==> config.mk <==
export PLATFORM = sky130hd
export DESIGN_NAME = mmic_fabric_flat
export DESIGN_NICKNAME = d
export VERILOG_FILES = /design/src/hdl/mmic_pkg.sv /design/src/hdl/mmic_if.sv /design/src/hdl/mmic_fabric.sv /design/src/flat_wrapper.sv
export VERILOG_INCLUDE_DIRS = /design/src /design/src/hdl
export SDC_FILE = /design/constraint.sdc
export NUM_CORES = 1
export LEC_CHECK = 0
export BUFFER_PORTS_ARGS = -buffer_cell sky130_fd_sc_hd__buf_2
export CAP_MARGIN = 15
export CORE_MARGIN = 3
export CORE_UTILIZATION = 40
export DETAILED_ROUTE_END_ITERATION = 7
export GPL_ROUTABILITY_DRIVEN = 1
export SLEW_MARGIN = 20
export SYNTH_ARGS = -nofsm -noshare
export SYNTH_HDL_FRONTEND = slang
export SYNTH_SLANG_ARGS = --single-unit
==> constraint.sdc <==
create_clock -name clk -period 17 [get_ports clk]
set_input_delay 3.4 -clock clk [delete_from_list [all_inputs] [get_ports clk]]
set_output_delay 3.4 -clock clk [all_outputs]
set_load 0.005 [all_outputs]
==> src/hdl/mmic_cfg.svh <==
`ifndef MMIC_CFG_SVH
`define MMIC_CFG_SVH
// Bus widths
`define MMIC_ADDR_W 32
`define MMIC_DATA_W 32
`define MMIC_BEAT_W 4
`define MMIC_CNT_W 32
// Pipeline and buffer sizes
`define MMIC_PIPE_DEF 1
`define MMIC_PIPE_MAX 4
`define MMIC_FIFO_DEPTH 8
// Burst address stepping
`define MMIC_BEAT_SHIFT 2
`define MMIC_WRAP_MASK 32'h0000000f
// Mapped slave region
`define MMIC_SLV_BASE 32'h00000000
`define MMIC_SLV_SPAN 32'h00010000
// Reset sequencing in clock cycles, and the width in bits of its counter
`define MMIC_RST_HOLD_CYC 16
`define MMIC_RST_WAIT_CYC 16
`define MMIC_RST_CNT_W 5
`endif

==> src/hdl/mmic_pkg.sv <==
`include "mmic_cfg.svh"
package mmic_pkg;
  // Crossing adapter style
  typedef enum logic [1:0] {CROSS_HS, CROSS_FIFO, CROSS_AUTO} mmic_cross_t;
  // Adapter build form
  typedef enum logic {IMPL_GENERIC, IMPL_PER_TYPE} mmic_impl_t;
  // Burst type and response code
  typedef enum logic [1:0] {BURST_FIXED, BURST_INCR, BURST_WRAP} mmic_burst_t;
  typedef enum logic [1:0] {RSP_OKAY, RSP_SLVERR, RSP_DECERR} mmic_rsp_t;
  // Master end sequencer
  typedef enum logic [1:0] {MS_RESET, MS_WAIT, MS_RUN} mmic_mstate_t;
  // Command word
  typedef struct packed {
    logic                      write;
    logic [`MMIC_ADDR_W-1:0]   addr;
    logic [`MMIC_DATA_W-1:0]   wdata;
    mmic_burst_t               burst;
    logic [`MMIC_BEAT_W-1:0]   beat;
  } mmic_cmd_t;
  // Response word
  typedef struct packed {
    mmic_rsp_t                 code;
    logic [`MMIC_DATA_W-1:0]   rdata;
  } mmic_resp_t;
endpackage

==> src/hdl/mmic_if.sv <==
interface mmic_if;
  // Command channel
  logic                  cmdValid;
  logic                  cmdReady;
  mmic_pkg::mmic_cmd_t   cmd;
  // Response channel
  logic                  rspValid;
  logic                  rspReady;
  mmic_pkg::mmic_resp_t  rsp;
  // Interconnect reset from the master end
  logic                  icRstN;

  modport master_end (output cmdValid, cmd, rspReady, icRstN, input cmdReady, rspValid, rsp);
  modport fabric_end (input cmdValid, cmd, rspReady, icRstN, output cmdReady, rspValid, rsp);
endinterface

==> src/hdl/mmic_fabric.sv <==
`include "mmic_cfg.svh"
// Notes on behaviour
// - Zero to four stages per path
// - Handshake crossing: one transfer in flight
// - FIFO crossing allows several outstanding transfers
// - Auto: FIFO for bursts, else handshake
// - Unmapped accesses go to default responder
// - Default responder answers with error
// - Burst adapter generic or per-type form
// - ECC off by default; failure gives decode error
// - Synchronous reset option for all fabric registers except FIFO storage, which is not reset
// - Reset held at least sixteen cycles
// - No transaction until sixteen cycles after reset
// - Masters and slaves reset together
// - Slave resets only after answering outstanding
// - Attached components keep own reset style
// - Instrumentation counters when enabled
module mmic_pipe #(
  parameter int W      = 8,
  parameter int STAGES = `MMIC_PIPE_DEF
) (
  // Clock and reset
  input  wire logic         clk,
  input  wire logic         arstN,
  input  wire logic         srst,
  // Upstream
  input  wire logic         inValid,
  output logic              inReady,
  input  wire logic [W-1:0] inData,
  // Downstream
  output logic              outValid,
  input  wire logic         outReady,
  output logic [W-1:0]      outData
);
  generate
    if (STAGES == 0) begin : g_comb
      // Straight wires, no added latency
      assign outValid = inValid;
      assign outData  = inData;
      assign inReady  = outReady;
    end else begin : g_reg
      logic [STAGES-1:0] v_r, v_nxt;
      logic [W-1:0]      d_r   [STAGES];
      logic [W-1:0]      d_nxt [STAGES];
      logic [STAGES:0]   rdy;
      // A stage loads when empty or when its successor moves
      always_comb begin
        rdy[STAGES] = outReady;
        for (int i = STAGES - 1; i >= 0; i--) rdy[i] = !v_r[i] || rdy[i+1];
        v_nxt = v_r;
        d_nxt = d_r;
        if (rdy[0]) begin
          v_nxt[0] = inValid;
          d_nxt[0] = inData;
        end
        for (int i = 1; i < STAGES; i++) begin
          if (rdy[i]) begin
            v_nxt[i] = v_r[i-1];
            d_nxt[i] = d_r[i-1];
          end
        end
      end
      // Stage registers
      always_ff @(posedge clk or negedge arstN) begin
        if (!arstN) begin
          v_r <= '0;
          for (int i = 0; i < STAGES; i++) d_r[i] <= '0;
        end else if (srst) begin
          v_r <= '0;
          for (int i = 0; i < STAGES; i++) d_r[i] <= '0;
        end else begin
          v_r <= v_nxt;
          d_r <= d_nxt;
        end
      end
      assign inReady  = rdy[0];
      assign outValid = v_r[STAGES-1];
      assign outData  = d_r[STAGES-1];
    end
  endgenerate
endmodule

module mmic_fifo #(
  parameter int W     = 8,
  parameter int DEPTH = `MMIC_FIFO_DEPTH
) (
  // Clock and reset
  input  wire logic         clk,
  input  wire logic         arstN,
  input  wire logic         srst,
  // Fill side
  input  wire logic         inValid,
  output logic              inReady,
  input  wire logic [W-1:0] inData,
  // Drain side
  output logic              outValid,
  input  wire logic         outReady,
  output logic [W-1:0]      outData
);
  localparam int AW = $clog2(DEPTH);

  logic [W-1:0] mem [DEPTH];
  logic [AW:0]  wp_r, wp_nxt, rp_r, rp_nxt;
  logic         push, pop;

  // Extra pointer bit tells full from empty
  assign inReady  = !((wp_r[AW] != rp_r[AW]) && (wp_r[AW-1:0] == rp_r[AW-1:0]));
  assign outValid = (wp_r != rp_r);
  assign outData  = mem[rp_r[AW-1:0]];
  assign push     = inValid && inReady;
  assign pop      = outValid && outReady;

  // Pointer update
  always_comb begin
    wp_nxt = push ? wp_r + 1'b1 : wp_r;
    rp_nxt = pop ? rp_r + 1'b1 : rp_r;
  end

  // Pointer registers
  always_ff @(posedge clk or negedge arstN) begin
    if (!arstN) begin
      wp_r <= '0;
      rp_r <= '0;
    end else if (srst) begin
      wp_r <= '0;
      rp_r <= '0;
    end else begin
      wp_r <= wp_nxt;
      rp_r <= rp_nxt;
    end
  end

  // Storage, not reset
  always_ff @(posedge clk) begin
    if (push) mem[wp_r[AW-1:0]] <= inData;
  end
endmodule

module mmic_fabric #(
  parameter int                   PIPE_STAGES   = `MMIC_PIPE_DEF,
  parameter mmic_pkg::mmic_cross_t CROSS_TYPE   = mmic_pkg::CROSS_AUTO,
  parameter bit                   BURST_LINK    = 1'b1,
  parameter mmic_pkg::mmic_impl_t BURST_IMPL    = mmic_pkg::IMPL_GENERIC,
  parameter bit                   ECC_EN        = 1'b0,
  parameter bit                   DEFAULT_SLAVE = 1'b1,
  parameter bit                   INSTR_EN      = 1'b0,
  parameter bit                   SYNC_RST      = 1'b0,
  parameter int                   FIFO_DEPTH    = `MMIC_FIFO_DEPTH,
  parameter logic [`MMIC_ADDR_W-1:0] SLV_BASE   = `MMIC_SLV_BASE,
  parameter logic [`MMIC_ADDR_W-1:0] SLV_SPAN   = `MMIC_SLV_SPAN
) (
  // Clock and reset
  input  wire logic                    clk,
  input  wire logic                    nrst,
  // Master side
  mmic_if.fabric_end                   bus,
  // Slave side
  output logic                         sCmdValid,
  input  wire logic                    sCmdReady,
  output mmic_pkg::mmic_cmd_t          sCmd,
  input  wire logic                    sRspValid,
  output logic                         sRspReady,
  input  wire logic [`MMIC_DATA_W-1:0] sRspData,
  input  wire logic                    sRspErr,
  // Memory fault injection
  input  wire logic                    eccInject,
  // Instrumentation
  output logic [`MMIC_CNT_W-1:0]       dbgCmdCount,
  output logic [`MMIC_CNT_W-1:0]       dbgRspCount,
  output logic [`MMIC_CNT_W-1:0]       dbgErrCount,
  output logic [`MMIC_CNT_W-1:0]       dbgBusyCycles
);
  localparam int CW  = $bits(mmic_pkg::mmic_cmd_t);
  localparam int RW  = $bits(mmic_pkg::mmic_resp_t);
  localparam int OW  = $clog2(FIFO_DEPTH) + 1;
  localparam bit USE_FIFO = (CROSS_TYPE == mmic_pkg::CROSS_FIFO) ||
                            ((CROSS_TYPE == mmic_pkg::CROSS_AUTO) && BURST_LINK);

  logic                 rstN, arstN, srst;
  logic                 pValid, pReady, fInReady, fOutValid, fOutReady, eccBad;
  mmic_pkg::mmic_cmd_t  pCmd, tCmd;
  logic [CW:0]          fIn, fOut;
  logic                 tValid, tTake, toErr, hit, hsValid;
  logic                 rValid, rReady, rTake;
  mmic_pkg::mmic_resp_t rData;
  logic [`MMIC_ADDR_W-1:0] step, aGen, aWrap, aType;

  // Only the fabric's own registers follow the reset style
  assign rstN  = nrst && bus.icRstN;
  assign arstN = SYNC_RST ? 1'b1 : rstN;
  assign srst  = SYNC_RST ? !rstN : 1'b0;

  // Command path stages
  mmic_pipe #(.W(CW), .STAGES(PIPE_STAGES)) uCmdPipe (
    .clk(clk), .arstN(arstN), .srst(srst),
    .inValid(bus.cmdValid), .inReady(bus.cmdReady), .inData(bus.cmd),
    .outValid(pValid), .outReady(pReady), .outData(pCmd)
  );

  // FIFO crossing with parity over stored words
  assign fIn = {(ECC_EN ? ^pCmd : 1'b0) ^ eccInject, pCmd};
  mmic_fifo #(.W(CW + 1), .DEPTH(FIFO_DEPTH)) uXFifo (
    .clk(clk), .arstN(arstN), .srst(srst),
    .inValid(USE_FIFO && pValid), .inReady(fInReady), .inData(fIn),
    .outValid(fOutValid), .outReady(fOutReady), .outData(fOut)
  );
  assign eccBad = ECC_EN && (^fOut);

  // Handshake crossing state
  logic busy_r, busy_nxt, reqTgl_r, reqTgl_nxt, reqS1_r, reqS2_r, reqSeen_r, reqSeen_nxt;
  logic ackTgl_r, ackTgl_nxt, ackS1_r, ackS2_r, ackSeen_r, ackSeen_nxt;
  mmic_pkg::mmic_cmd_t hold_r, hold_nxt;
  logic [OW-1:0] outst_r, outst_nxt;
  logic          errPend_r, errPend_nxt;

  assign hsValid   = (reqS2_r != reqSeen_r);
  assign pReady    = USE_FIFO ? fInReady : !busy_r;
  assign tValid    = USE_FIFO ? fOutValid : hsValid;
  assign tCmd      = USE_FIFO ? mmic_pkg::mmic_cmd_t'(fOut[CW-1:0]) : hold_r;
  assign fOutReady = USE_FIFO && tTake;

  // Decode: misses and memory faults go to the default responder
  assign hit   = (tCmd.addr - SLV_BASE) < SLV_SPAN;
  assign toErr = (USE_FIFO && eccBad) || (DEFAULT_SLAVE && !hit);
  assign sCmdValid = tValid && !toErr && (outst_r != OW'(FIFO_DEPTH));
  assign tTake = toErr ? (tValid && !errPend_r && outst_r == '0) : (sCmdValid && sCmdReady);

  // Burst address conversion in either build form
  assign step  = (`MMIC_ADDR_W'(tCmd.beat)) << `MMIC_BEAT_SHIFT;
  assign aWrap = (tCmd.addr & ~`MMIC_WRAP_MASK) | ((tCmd.addr + step) & `MMIC_WRAP_MASK);
  assign aGen  = (tCmd.burst == mmic_pkg::BURST_FIXED) ? tCmd.addr :
                 (tCmd.burst == mmic_pkg::BURST_WRAP) ? aWrap : tCmd.addr + step;
  always_comb begin
    case (tCmd.burst)
      mmic_pkg::BURST_FIXED: aType = tCmd.addr;
      mmic_pkg::BURST_INCR:  aType = tCmd.addr + step;
      mmic_pkg::BURST_WRAP:  aType = aWrap;
      default:               aType = tCmd.addr;
    endcase
  end
  always_comb begin
    sCmd      = tCmd;
    sCmd.addr = (BURST_IMPL == mmic_pkg::IMPL_GENERIC) ? aGen : aType;
  end

  // Response merge: error answers only when the slave is idle
  assign rValid    = errPend_r || sRspValid;
  assign rData     = errPend_r ? mmic_pkg::mmic_resp_t'{mmic_pkg::RSP_DECERR, '0} :
                     mmic_pkg::mmic_resp_t'{sRspErr ? mmic_pkg::RSP_SLVERR : mmic_pkg::RSP_OKAY, sRspData};
  assign sRspReady = !errPend_r && rReady;
  assign rTake     = rValid && rReady;

  // Crossing, outstanding and default responder next state
  always_comb begin
    busy_nxt    = busy_r;
    hold_nxt    = hold_r;
    reqTgl_nxt  = reqTgl_r;
    reqSeen_nxt = reqSeen_r;
    ackTgl_nxt  = ackTgl_r;
    ackSeen_nxt = ackSeen_r;
    if (!USE_FIFO && !busy_r && pValid) begin
      busy_nxt   = 1'b1;
      hold_nxt   = pCmd;
      reqTgl_nxt = !reqTgl_r;
    end
    if (!USE_FIFO && hsValid && tTake) reqSeen_nxt = reqS2_r;
    if (!USE_FIFO && rTake) ackTgl_nxt = !ackTgl_r;
    if (ackS2_r != ackSeen_r) begin
      ackSeen_nxt = ackS2_r;
      busy_nxt    = 1'b0;
    end
    outst_nxt   = outst_r + OW'(sCmdValid && sCmdReady) - OW'(sRspValid && sRspReady);
    errPend_nxt = (errPend_r && !rTake) || (toErr && tTake);
  end

  // Crossing registers; each first synchroniser stage feeds only its second stage
  always_ff @(posedge clk or negedge arstN) begin
    if (!arstN) begin
      busy_r <= 1'b0; hold_r <= '0; reqTgl_r <= 1'b0; reqS1_r <= 1'b0; reqS2_r <= 1'b0;
      reqSeen_r <= 1'b0; ackTgl_r <= 1'b0; ackS1_r <= 1'b0; ackS2_r <= 1'b0; ackSeen_r <= 1'b0;
      outst_r <= '0; errPend_r <= 1'b0;
    end else if (srst) begin
      busy_r <= 1'b0; hold_r <= '0; reqTgl_r <= 1'b0; reqS1_r <= 1'b0; reqS2_r <= 1'b0;
      reqSeen_r <= 1'b0; ackTgl_r <= 1'b0; ackS1_r <= 1'b0; ackS2_r <= 1'b0; ackSeen_r <= 1'b0;
      outst_r <= '0; errPend_r <= 1'b0;
    end else begin
      busy_r    <= busy_nxt;
      hold_r    <= hold_nxt;
      reqTgl_r  <= reqTgl_nxt;
      reqS1_r   <= reqTgl_r;
      reqS2_r   <= reqS1_r;
      reqSeen_r <= reqSeen_nxt;
      ackTgl_r  <= ackTgl_nxt;
      ackS1_r   <= ackTgl_r;
      ackS2_r   <= ackS1_r;
      ackSeen_r <= ackSeen_nxt;
      outst_r   <= outst_nxt;
      errPend_r <= errPend_nxt;
    end
  end

  // Response path stages
  mmic_pipe #(.W(RW), .STAGES(PIPE_STAGES)) uRspPipe (
    .clk(clk), .arstN(arstN), .srst(srst),
    .inValid(rValid), .inReady(rReady), .inData(rData),
    .outValid(bus.rspValid), .outReady(bus.rspReady), .outData(bus.rsp)
  );

  // Performance counters seen at the master port
  logic [`MMIC_CNT_W-1:0] cCmd_r, cCmd_nxt, cRsp_r, cRsp_nxt, cErr_r, cErr_nxt, cBusy_r, cBusy_nxt;
  always_comb begin
    cCmd_nxt  = cCmd_r;
    cRsp_nxt  = cRsp_r;
    cErr_nxt  = cErr_r;
    cBusy_nxt = cBusy_r;
    if (INSTR_EN) begin
      if (bus.cmdValid && bus.cmdReady) cCmd_nxt = cCmd_r + 1'b1;
      if (bus.rspValid && bus.rspReady) cRsp_nxt = cRsp_r + 1'b1;
      if (bus.rspValid && bus.rspReady && bus.rsp.code != mmic_pkg::RSP_OKAY) cErr_nxt = cErr_r + 1'b1;
      if (cCmd_r != cRsp_r) cBusy_nxt = cBusy_r + 1'b1;
    end
  end
  always_ff @(posedge clk or negedge arstN) begin
    if (!arstN) begin
      cCmd_r <= '0; cRsp_r <= '0; cErr_r <= '0; cBusy_r <= '0;
    end else if (srst) begin
      cCmd_r <= '0; cRsp_r <= '0; cErr_r <= '0; cBusy_r <= '0;
    end else begin
      cCmd_r  <= cCmd_nxt;
      cRsp_r  <= cRsp_nxt;
      cErr_r  <= cErr_nxt;
      cBusy_r <= cBusy_nxt;
    end
  end
  assign dbgCmdCount   = cCmd_r;
  assign dbgRspCount   = cRsp_r;
  assign dbgErrCount   = cErr_r;
  assign dbgBusyCycles = cBusy_r;
endmodule

==> src/flat_wrapper.sv <==
// flat-port wrapper written by rule: the top's interface ports become plain ports
module mmic_fabric_flat 
#(
  parameter int                   PIPE_STAGES   = `MMIC_PIPE_DEF,
  parameter mmic_pkg::mmic_cross_t CROSS_TYPE   = mmic_pkg::CROSS_AUTO,
  parameter bit                   BURST_LINK    = 1'b1,
  parameter mmic_pkg::mmic_impl_t BURST_IMPL    = mmic_pkg::IMPL_GENERIC,
  parameter bit                   ECC_EN        = 1'b0,
  parameter bit                   DEFAULT_SLAVE = 1'b1,
  parameter bit                   INSTR_EN      = 1'b0,
  parameter bit                   SYNC_RST      = 1'b0,
  parameter int                   FIFO_DEPTH    = `MMIC_FIFO_DEPTH,
  parameter logic [`MMIC_ADDR_W-1:0] SLV_BASE   = `MMIC_SLV_BASE,
  parameter logic [`MMIC_ADDR_W-1:0] SLV_SPAN   = `MMIC_SLV_SPAN
)
  (clk, nrst, sCmdValid, sCmdReady, sCmd, sRspValid, sRspReady, sRspData, sRspErr, eccInject, dbgCmdCount, dbgRspCount, dbgErrCount, dbgBusyCycles, bus_cmdValid, bus_cmd, bus_rspReady, bus_icRstN, bus_cmdReady, bus_rspValid, bus_rsp);
  mmic_if bus_i ();
  input  wire logic clk;
  input  wire logic nrst;
  output logic sCmdValid;
  input  wire logic sCmdReady;
  output mmic_pkg::mmic_cmd_t sCmd;
  input  wire logic sRspValid;
  output logic sRspReady;
  input  wire logic [`MMIC_DATA_W-1:0] sRspData;
  input  wire logic sRspErr;
  input  wire logic eccInject;
  output logic [`MMIC_CNT_W-1:0] dbgCmdCount;
  output logic [`MMIC_CNT_W-1:0] dbgRspCount;
  output logic [`MMIC_CNT_W-1:0] dbgErrCount;
  output logic [`MMIC_CNT_W-1:0] dbgBusyCycles;
  input wire logic [$bits(bus_i.cmdValid)-1:0] bus_cmdValid;
  input wire logic [$bits(bus_i.cmd)-1:0] bus_cmd;
  input wire logic [$bits(bus_i.rspReady)-1:0] bus_rspReady;
  input wire logic [$bits(bus_i.icRstN)-1:0] bus_icRstN;
  output wire logic [$bits(bus_i.cmdReady)-1:0] bus_cmdReady;
  output wire logic [$bits(bus_i.rspValid)-1:0] bus_rspValid;
  output wire logic [$bits(bus_i.rsp)-1:0] bus_rsp;
  assign bus_i.cmdValid = bus_cmdValid;
  assign bus_i.cmd = bus_cmd;
  assign bus_i.rspReady = bus_rspReady;
  assign bus_i.icRstN = bus_icRstN;
  assign bus_cmdReady = bus_i.cmdReady;
  assign bus_rspValid = bus_i.rspValid;
  assign bus_rsp = bus_i.rsp;
  mmic_fabric #(.PIPE_STAGES(PIPE_STAGES), .CROSS_TYPE(CROSS_TYPE), .BURST_LINK(BURST_LINK), .BURST_IMPL(BURST_IMPL), .ECC_EN(ECC_EN), .DEFAULT_SLAVE(DEFAULT_SLAVE), .INSTR_EN(INSTR_EN), .SYNC_RST(SYNC_RST), .FIFO_DEPTH(FIFO_DEPTH), .SLV_BASE(SLV_BASE), .SLV_SPAN(SLV_SPAN)) u_core (.clk(clk), .nrst(nrst), .bus(bus_i), .sCmdValid(sCmdValid), .sCmdReady(sCmdReady), .sCmd(sCmd), .sRspValid(sRspValid), .sRspReady(sRspReady), .sRspData(sRspData), .sRspErr(sRspErr), .eccInject(eccInject), .dbgCmdCount(dbgCmdCount), .dbgRspCount(dbgRspCount), .dbgErrCount(dbgErrCount), .dbgBusyCycles(dbgBusyCycles));
endmodule
==> reports/summary.txt, run 1 <==
Largest family of logic cells by synthesized area = multiplexers
Crit end category = output port
Iteration-0 DRC Markers = 869
Critical path peak fanout = 63
Syn_area_per_cell = 19.4 um^2
CTS tree = done
Total vias in the final route = 13500
FF/Latch Area = 0.0201 mm^2
Initial antenna violation count = 5
Htree depth = 3
CTS Buffer Depth = 3
Clock skew = 0.0247 ns
Post-Layout Inst Area = 0.0323 mm^2
Slew Viols, Final = 0
Vias in the first global route = 13900
Status = finished, final reports clean
Port bufs = 219
CTS resizes = 0
Num Clock Sinks = 688
Number of max-cap violations = 0
Critical path launch point type = register
DRT Pass-1 Iters = 4
Largest net degree at the start of global routing = 124
Routed WL = 59500 um
Post-CTS Hold Buffers = 0
Die span in x = 271 um
DR WL/cell = 22.0 um
Rows = 96
Post-CTS setup buffers = 0
Clk_lat worst skew = 0.60 ns
Sequential area share after synthesis = 71.3%
IO Count = 349
Setup tns final = 0 ns
GR Util met3 = 2.67%
Post-DR vias/cell = 5.00
Compound-cell area share of the yosys netlist = 0.992%
Area growth syn-to-layout = 15.0%
Min Tclk post-route = 9.25 ns
CORE AREA = 0.0691 mm^2
Fin crit share = 54.4%
Multiplexer area fraction after synthesis = 17.6%
Die area = 0.0735 mm^2
Ys async rst share = 17.4%
Crit path largest cell delay = 0.88 ns
Fraction of layout cells with a size suffix above 1 = 34.7%
Max Fclk = 108 MHz
Initial Util = 40.7%
Total Nets Final = 1834
Synth Flop Type = edfxtp_1
Gr ovfl total = 0
CP Class = register to output port
Worst EP arrival = 5.85 ns
Worst IR Drop VDD = 190 uV
Setup violators final = 0
Met1 Use GR = 21.9%
Worst path required time = 13.60 ns
Synth Area in Adders = 0.676%
Filler cell count in the final layout = 5800
Root buffer cell = clkbuf_16
Gr busiest metal = met2
Total power per unit cell area = 178 mW/mm^2
First-pass GRT wire length = 88400 um
Yosys reg bits = 688
Num CTS Buffers = 74
Normalized max-slew margin = 26.3%
Post-synth EDFFs = 568
Worst-path clk slew = 0.06 ns
Least-Margin Pin Slew = 1.10 ns
Multi-input gate area = 0.00727 mm^2
Worst min path class = register to register
Post-DRT Antenna Nets = 0
Syn. warnings = 0
R2R Setup Slk = 11.64 ns
CP Cell Sequence = buf_4 > buf_4 > mux4_2 > mux2_2 > ha_1 > inv_1 > nor2_1 > o21ai_0 > nor3_1 > nand2_1 > xnor2_1 > buf_2
Synth Area in Simple Gates = 3.39%
RSZ-0062 raised after global routing = no
Hpwl dp = 33800 um
Synthesized instance count = 1452
Die Ht = 271 um
Routability cong. = 0.748
DRC Markers = 0
Post-Syn Area = 0.0281 mm^2
Hold Vio Cnt, Final = 0
Met2 usage = 26.6%
Post-DP Area = 0.0299 mm^2
Total global-route track usage = 16.0%
Xor/xnor share of the synthesized area = 1.18%
Leakage = 0.0116 uW
Synth unique cells = 53
Crit path top cell by count = buf_4
Slowest CP cell = buf_4
## worst max-delay path, delay by kind of cell, from the launching register on
family	cells	cell delay [ns]
AO/OA/AOI/OAI	1	0.35
flip-flops	1	0.68
XOR/XNOR	1	0.26
buffers and inverters	4	1.82
adder cells (fa/ha/maj)	1	0.28
multiplexers	2	0.75
AND/OR/NAND/NOR	3	1.09
## state kept, by name, summed over array words and instances (netlist names)
signal                    cells
u_core.uXFifo.mem           568
u_core.uCmdPipe.outData      71
u_core.uRspPipe.outData      34
u_core.outst_r                4
u_core.uXFifo.rp_r            4
u_core.uXFifo.wp_r            4
u_core.errPend_r              1
u_core.uCmdPipe.outValid      1
u_core.uRspPipe.outValid      1
## where the power goes
| part | switching, uW | total, uW | internal [uW] |
|---|---|---|---|
| logic | 934 | 1740 | 807 |
| registers | 203 | 2430 | 2220 |
| clock network | 637 | 1600 | 962 |
## logic make-up (layout without fill, tap and decap cells)
family          after synthesis  after routing
other cells                   1            130
compound gates               49             49
simple gates                171            171
xor+xnor                     38             38
mux                         289            289
buf+inv                     202            391
fa+ha+maj                    14             14
flops                       688            688
## placed cells by master, fill, tap and decap left out, types with 8 or more instances in the layout
cell | netlist | routed
ha_1 | 12 | 12
nor2_1 | 20 | 14
edfxtp_1 | 568 | 568
conb_1 | 1 | 128
mux4_1 | 30 | 30
clkinv_2 | 0 | 12
mux2i_1 | 23 | 22
bufinv_16 | 0 | 8
xnor2_1 | 16 | 16
mux4_2 | 112 | 112
nand2_1 | 53 | 53
dfrtp_1 | 120 | 117
xor2_1 | 22 | 22
buf_2 | 19 | 219
buf_4 | 131 | 21
inv_1 | 11 | 11
clkbuf_16 | 0 | 76
clkinv_1 | 0 | 9
clkbuf_1 | 33 | 20
o21ai_0 | 38 | 38
nand3b_1 | 8 | 8
nand3_1 | 11 | 10
mux2_2 | 122 | 122
nand2b_1 | 38 | 38
## cell usage after synthesis (4+ instances only)
cell type	instances	area (um^2)
mux2_2	122	1370
mux2i_1	23	230
inv_1	11	41.3
nand4_1	6	37.5
ha_1	12	150
nand2_1	53	199
clkbuf_1	33	124
buf_2	19	95.1
dfrtp_1	120	3000
or3_1	4	25.0
nand3_1	11	55.1
mux4_1	30	788
nor2_1	20	75.1
mux4_2	112	2520
o21ai_0	38	190
nand4b_1	4	35.0
buf_4	131	983
xnor2_1	16	140
edfxtp_1	568	17100
nand2b_1	38	238
xor2_1	22	193
nor3_1	8	40.0
nand3b_1	8	60.1
## routing by layer
layer  wire length [um]  vias to the layer above
met3               3100                       75
li1                   -                     5960
met2              29600                      397
met1              25600                     7058
met5                 26                        -
met4               1210                        4
## through the flow
stage	instances	util (%)	power, uW	worst slack [ns]	hold slack [ns]
after detailed placement	2562	43.2	4240	8.27	0.466
final	2701	46.8	5770	7.75	0.475
after CTS	2698	46.8	5860	7.60	0.478
after global routing	2701	46.8	6080	7.20	0.494
after floorplan	1579	-	3600	9.23	0.460
after global placement	2561	43.2	4200	8.24	0.456
## worst paths after layout
check                                             from                           to  cells past startpoint
hold / removal             u_core.uRspPipe.outData[13]  u_core.uRspPipe.outData[13]                      2
min in group asynchronous                   bus_icRstN  u_core.uCmdPipe.outData[51]                      2
setup / recovery                 u_core.uXFifo.rp_r[1]                     sCmd[50]                     12
setup reg to reg                 u_core.uXFifo.rp_r[2]     u_core.uXFifo.mem[2][13]                      8
hold reg to reg            u_core.uRspPipe.outData[13]  u_core.uRspPipe.outData[13]                      2
max in group asynchronous                         nrst        u_core.uXFifo.rp_r[0]                      4
## layout make-up
cell class                      instances  share of cell area, %
Clock inverter                         37                   1.34
Tap cell                              931                   3.60
Antenna cell                            2                 0.0155
Timing Repair Buffer                  244                   4.12
Clock buffer                           99                   6.24
Inverter                               11                  0.128
Multi-Input combinational cell        689                   22.5
Sequential cell                       688                   62.1
No activity file was read; power rests on OpenSTA's default activity.
==> inputs of run 2 (changes only) <==
==> constraint.sdc (replaced) <==
create_clock -name clk -period 9.4 [get_ports clk]
set_input_delay 1.88 -clock clk [delete_from_list [all_inputs] [get_ports clk]]
set_output_delay 1.88 -clock clk [all_outputs]
set_load 0.005 [all_outputs]
==> reports/summary.txt, run 2 (same netlist as run 1, synthesis figures left out) <==
Status = finished, final reports clean
Setup violators final = 0
Initial Util = 40.7%
Pre-CTS setup slack = 2.93 ns
Most frequent cells in the layout = 568 x edfxtp_1, 219 x buf_2, 128 x conb_1
Crit end category = output port
Num CTS Buffers = 73
Fin crit share = 75.2%
Initial antenna violation count = 4
Post-CTS Hold Buffers = 0
Slew Viols, Final = 0
Gr ovfl total = 0
DRT Pass-1 Iters = 5
Post-Layout Inst Area = 0.0323 mm^2
Commonest non-fill, non-tap cell in the layout = edfxtp_1
Routed WL = 59300 um
Max Fclk = 141 MHz
Die area = 0.0735 mm^2
Post-Place Cells = 2563
Fraction of layout cells with a size suffix above 1 = 34.4%
Filler cell count in the final layout = 5767
Final Power = 10300 uW
Hold Vio Cnt, Final = 0
Clk_lat worst skew = 0.61 ns
Total vias in the final route = 13500
Largest net degree at the start of global routing = 113
Total Nets Final = 1834
CTS Buffer Depth = 3
Rows = 96
Total power per unit cell area = 320 mW/mm^2
Worst path required time = 7.52 ns
Die Ht = 271 um
Total global-route track usage = 16.0%
Hpwl dp = 33800 um
Clock skew = 0.0173 ns
Die span in x = 271 um
Min Tclk post-route = 7.07 ns
Post-DP Area = 0.0298 mm^2
Leakage = 0.0116 uW
RSZ-0062 raised after global routing = no
Area growth syn-to-layout = 14.7%
Routability cong. = 0.732
Critical path launch point type = register
Final WS setup = 2.33 ns
IO Count = 349
Worst min path class = register to register
CORE AREA = 0.0691 mm^2
Vias in the first global route = 14000
Setup tns final = 0 ns
CP Class = register to output port
Port bufs = 219
CTS tree = done
DRC Markers = 0
Post-DRT Antenna Nets = 0
Least-Margin Pin Slew = 1.10 ns
Root buffer cell = clkbuf_16
Layout Cells excl Fill = 2701
Number of max-cap violations = 0
Worst EP arrival = 5.19 ns
DR WL/cell = 22.0 um
Worst IR Drop VDD = 267 uV
Post-DR vias/cell = 5.01
Normalized max-slew margin = 26.9%
First-pass GRT wire length = 88200 um
Iteration-0 DRC Markers = 876
Max reg flops = 568
Post-CTS setup buffers = 0
Num Clock Sinks = 688
CTS resizes = 0
Worst-path clk slew = 0.06 ns
Htree depth = 3
Critical path peak fanout = 52
==> run 2: cell count changes in the layout (fill, tap and decap cells not counted), moves of 2 or more <==
| cell | previous run | this run |
|---|---|---|
| bufinv_16 | 8 | 4 |
| clkinv_1 | 9 | 4 |
| clkbuf_1 | 20 | 29 |
| clkbuf_8 | 3 | 8 |
| buf_4 | 21 | 23 |
| clkinv_2 | 12 | 5 |
==> run 2: routing by layer <==
layer	part of all wire, %	vias up	global-route usage (%)
met5	0	-	0
met4	2.0	0	5.08
met3	5.2	64	2.68
met2	50	383	26.4
met1	43	7109	22.0
li1	-	5963	-
==> run 2: power breakdown <==
part           total, uW  switching (uW)  internal (uW)
sequential          4410             388           4020
combinational       3120            1660           1460
clock               2810            1130           1680
==> run 2: final cells by class <==
type	instances	area, um^2	share of cell area [%]
antenna	3	7.51	0.0233
clock buffer	113	2120	6.57
tap	931	1160	3.61
inverter	11	41.3	0.128
sequential	688	20100	62.2
multi-input combinational	689	7270	22.5
clock inverter	21	258	0.799
timing repair buffer	245	1330	4.12
==> run 2: through the flow <==
step                      hold slack (ns)  utilization (%)
after global routing                0.492             46.7
final                               0.472             46.7
after CTS                           0.478             46.6
after floorplan                     0.460                -
after global placement              0.459             43.2
after detailed placement            0.465             43.2
==> run 2: critical path, cell delays in order (launching register included) <==
cell     delay [ns]
dfrtp_4        0.83
buf_4          0.74
mux4_2         0.41
mux2_2         0.32
ha_1           0.29
inv_1          0.06
nor2_1         0.15
o21ai_0        0.34
nor3_1         0.83
nand2_1        0.19
xnor2_1        0.23
buf_2          0.15
==> run 2: worst paths after layout <==
check | startpoint | slack [ns] | endpoint | cells after the start
max reg2reg | u_core.uXFifo.rp_r[0] | 4.53 | u_core.outst_r[2] | 10
min reg2reg | u_core.uRspPipe.outData[21] | 0.47 | u_core.uRspPipe.outData[21] | 2
max in group asynchronous | nrst | 6.56 | u_core.uXFifo.rp_r[2] | 3
min in group asynchronous | bus_icRstN | 1.53 | u_core.uCmdPipe.outData[70] | 2
max | u_core.uXFifo.rp_r[1] | 2.33 | sCmd[50] | 11
min | u_core.uRspPipe.outData[21] | 0.47 | u_core.uRspPipe.outData[21] | 2
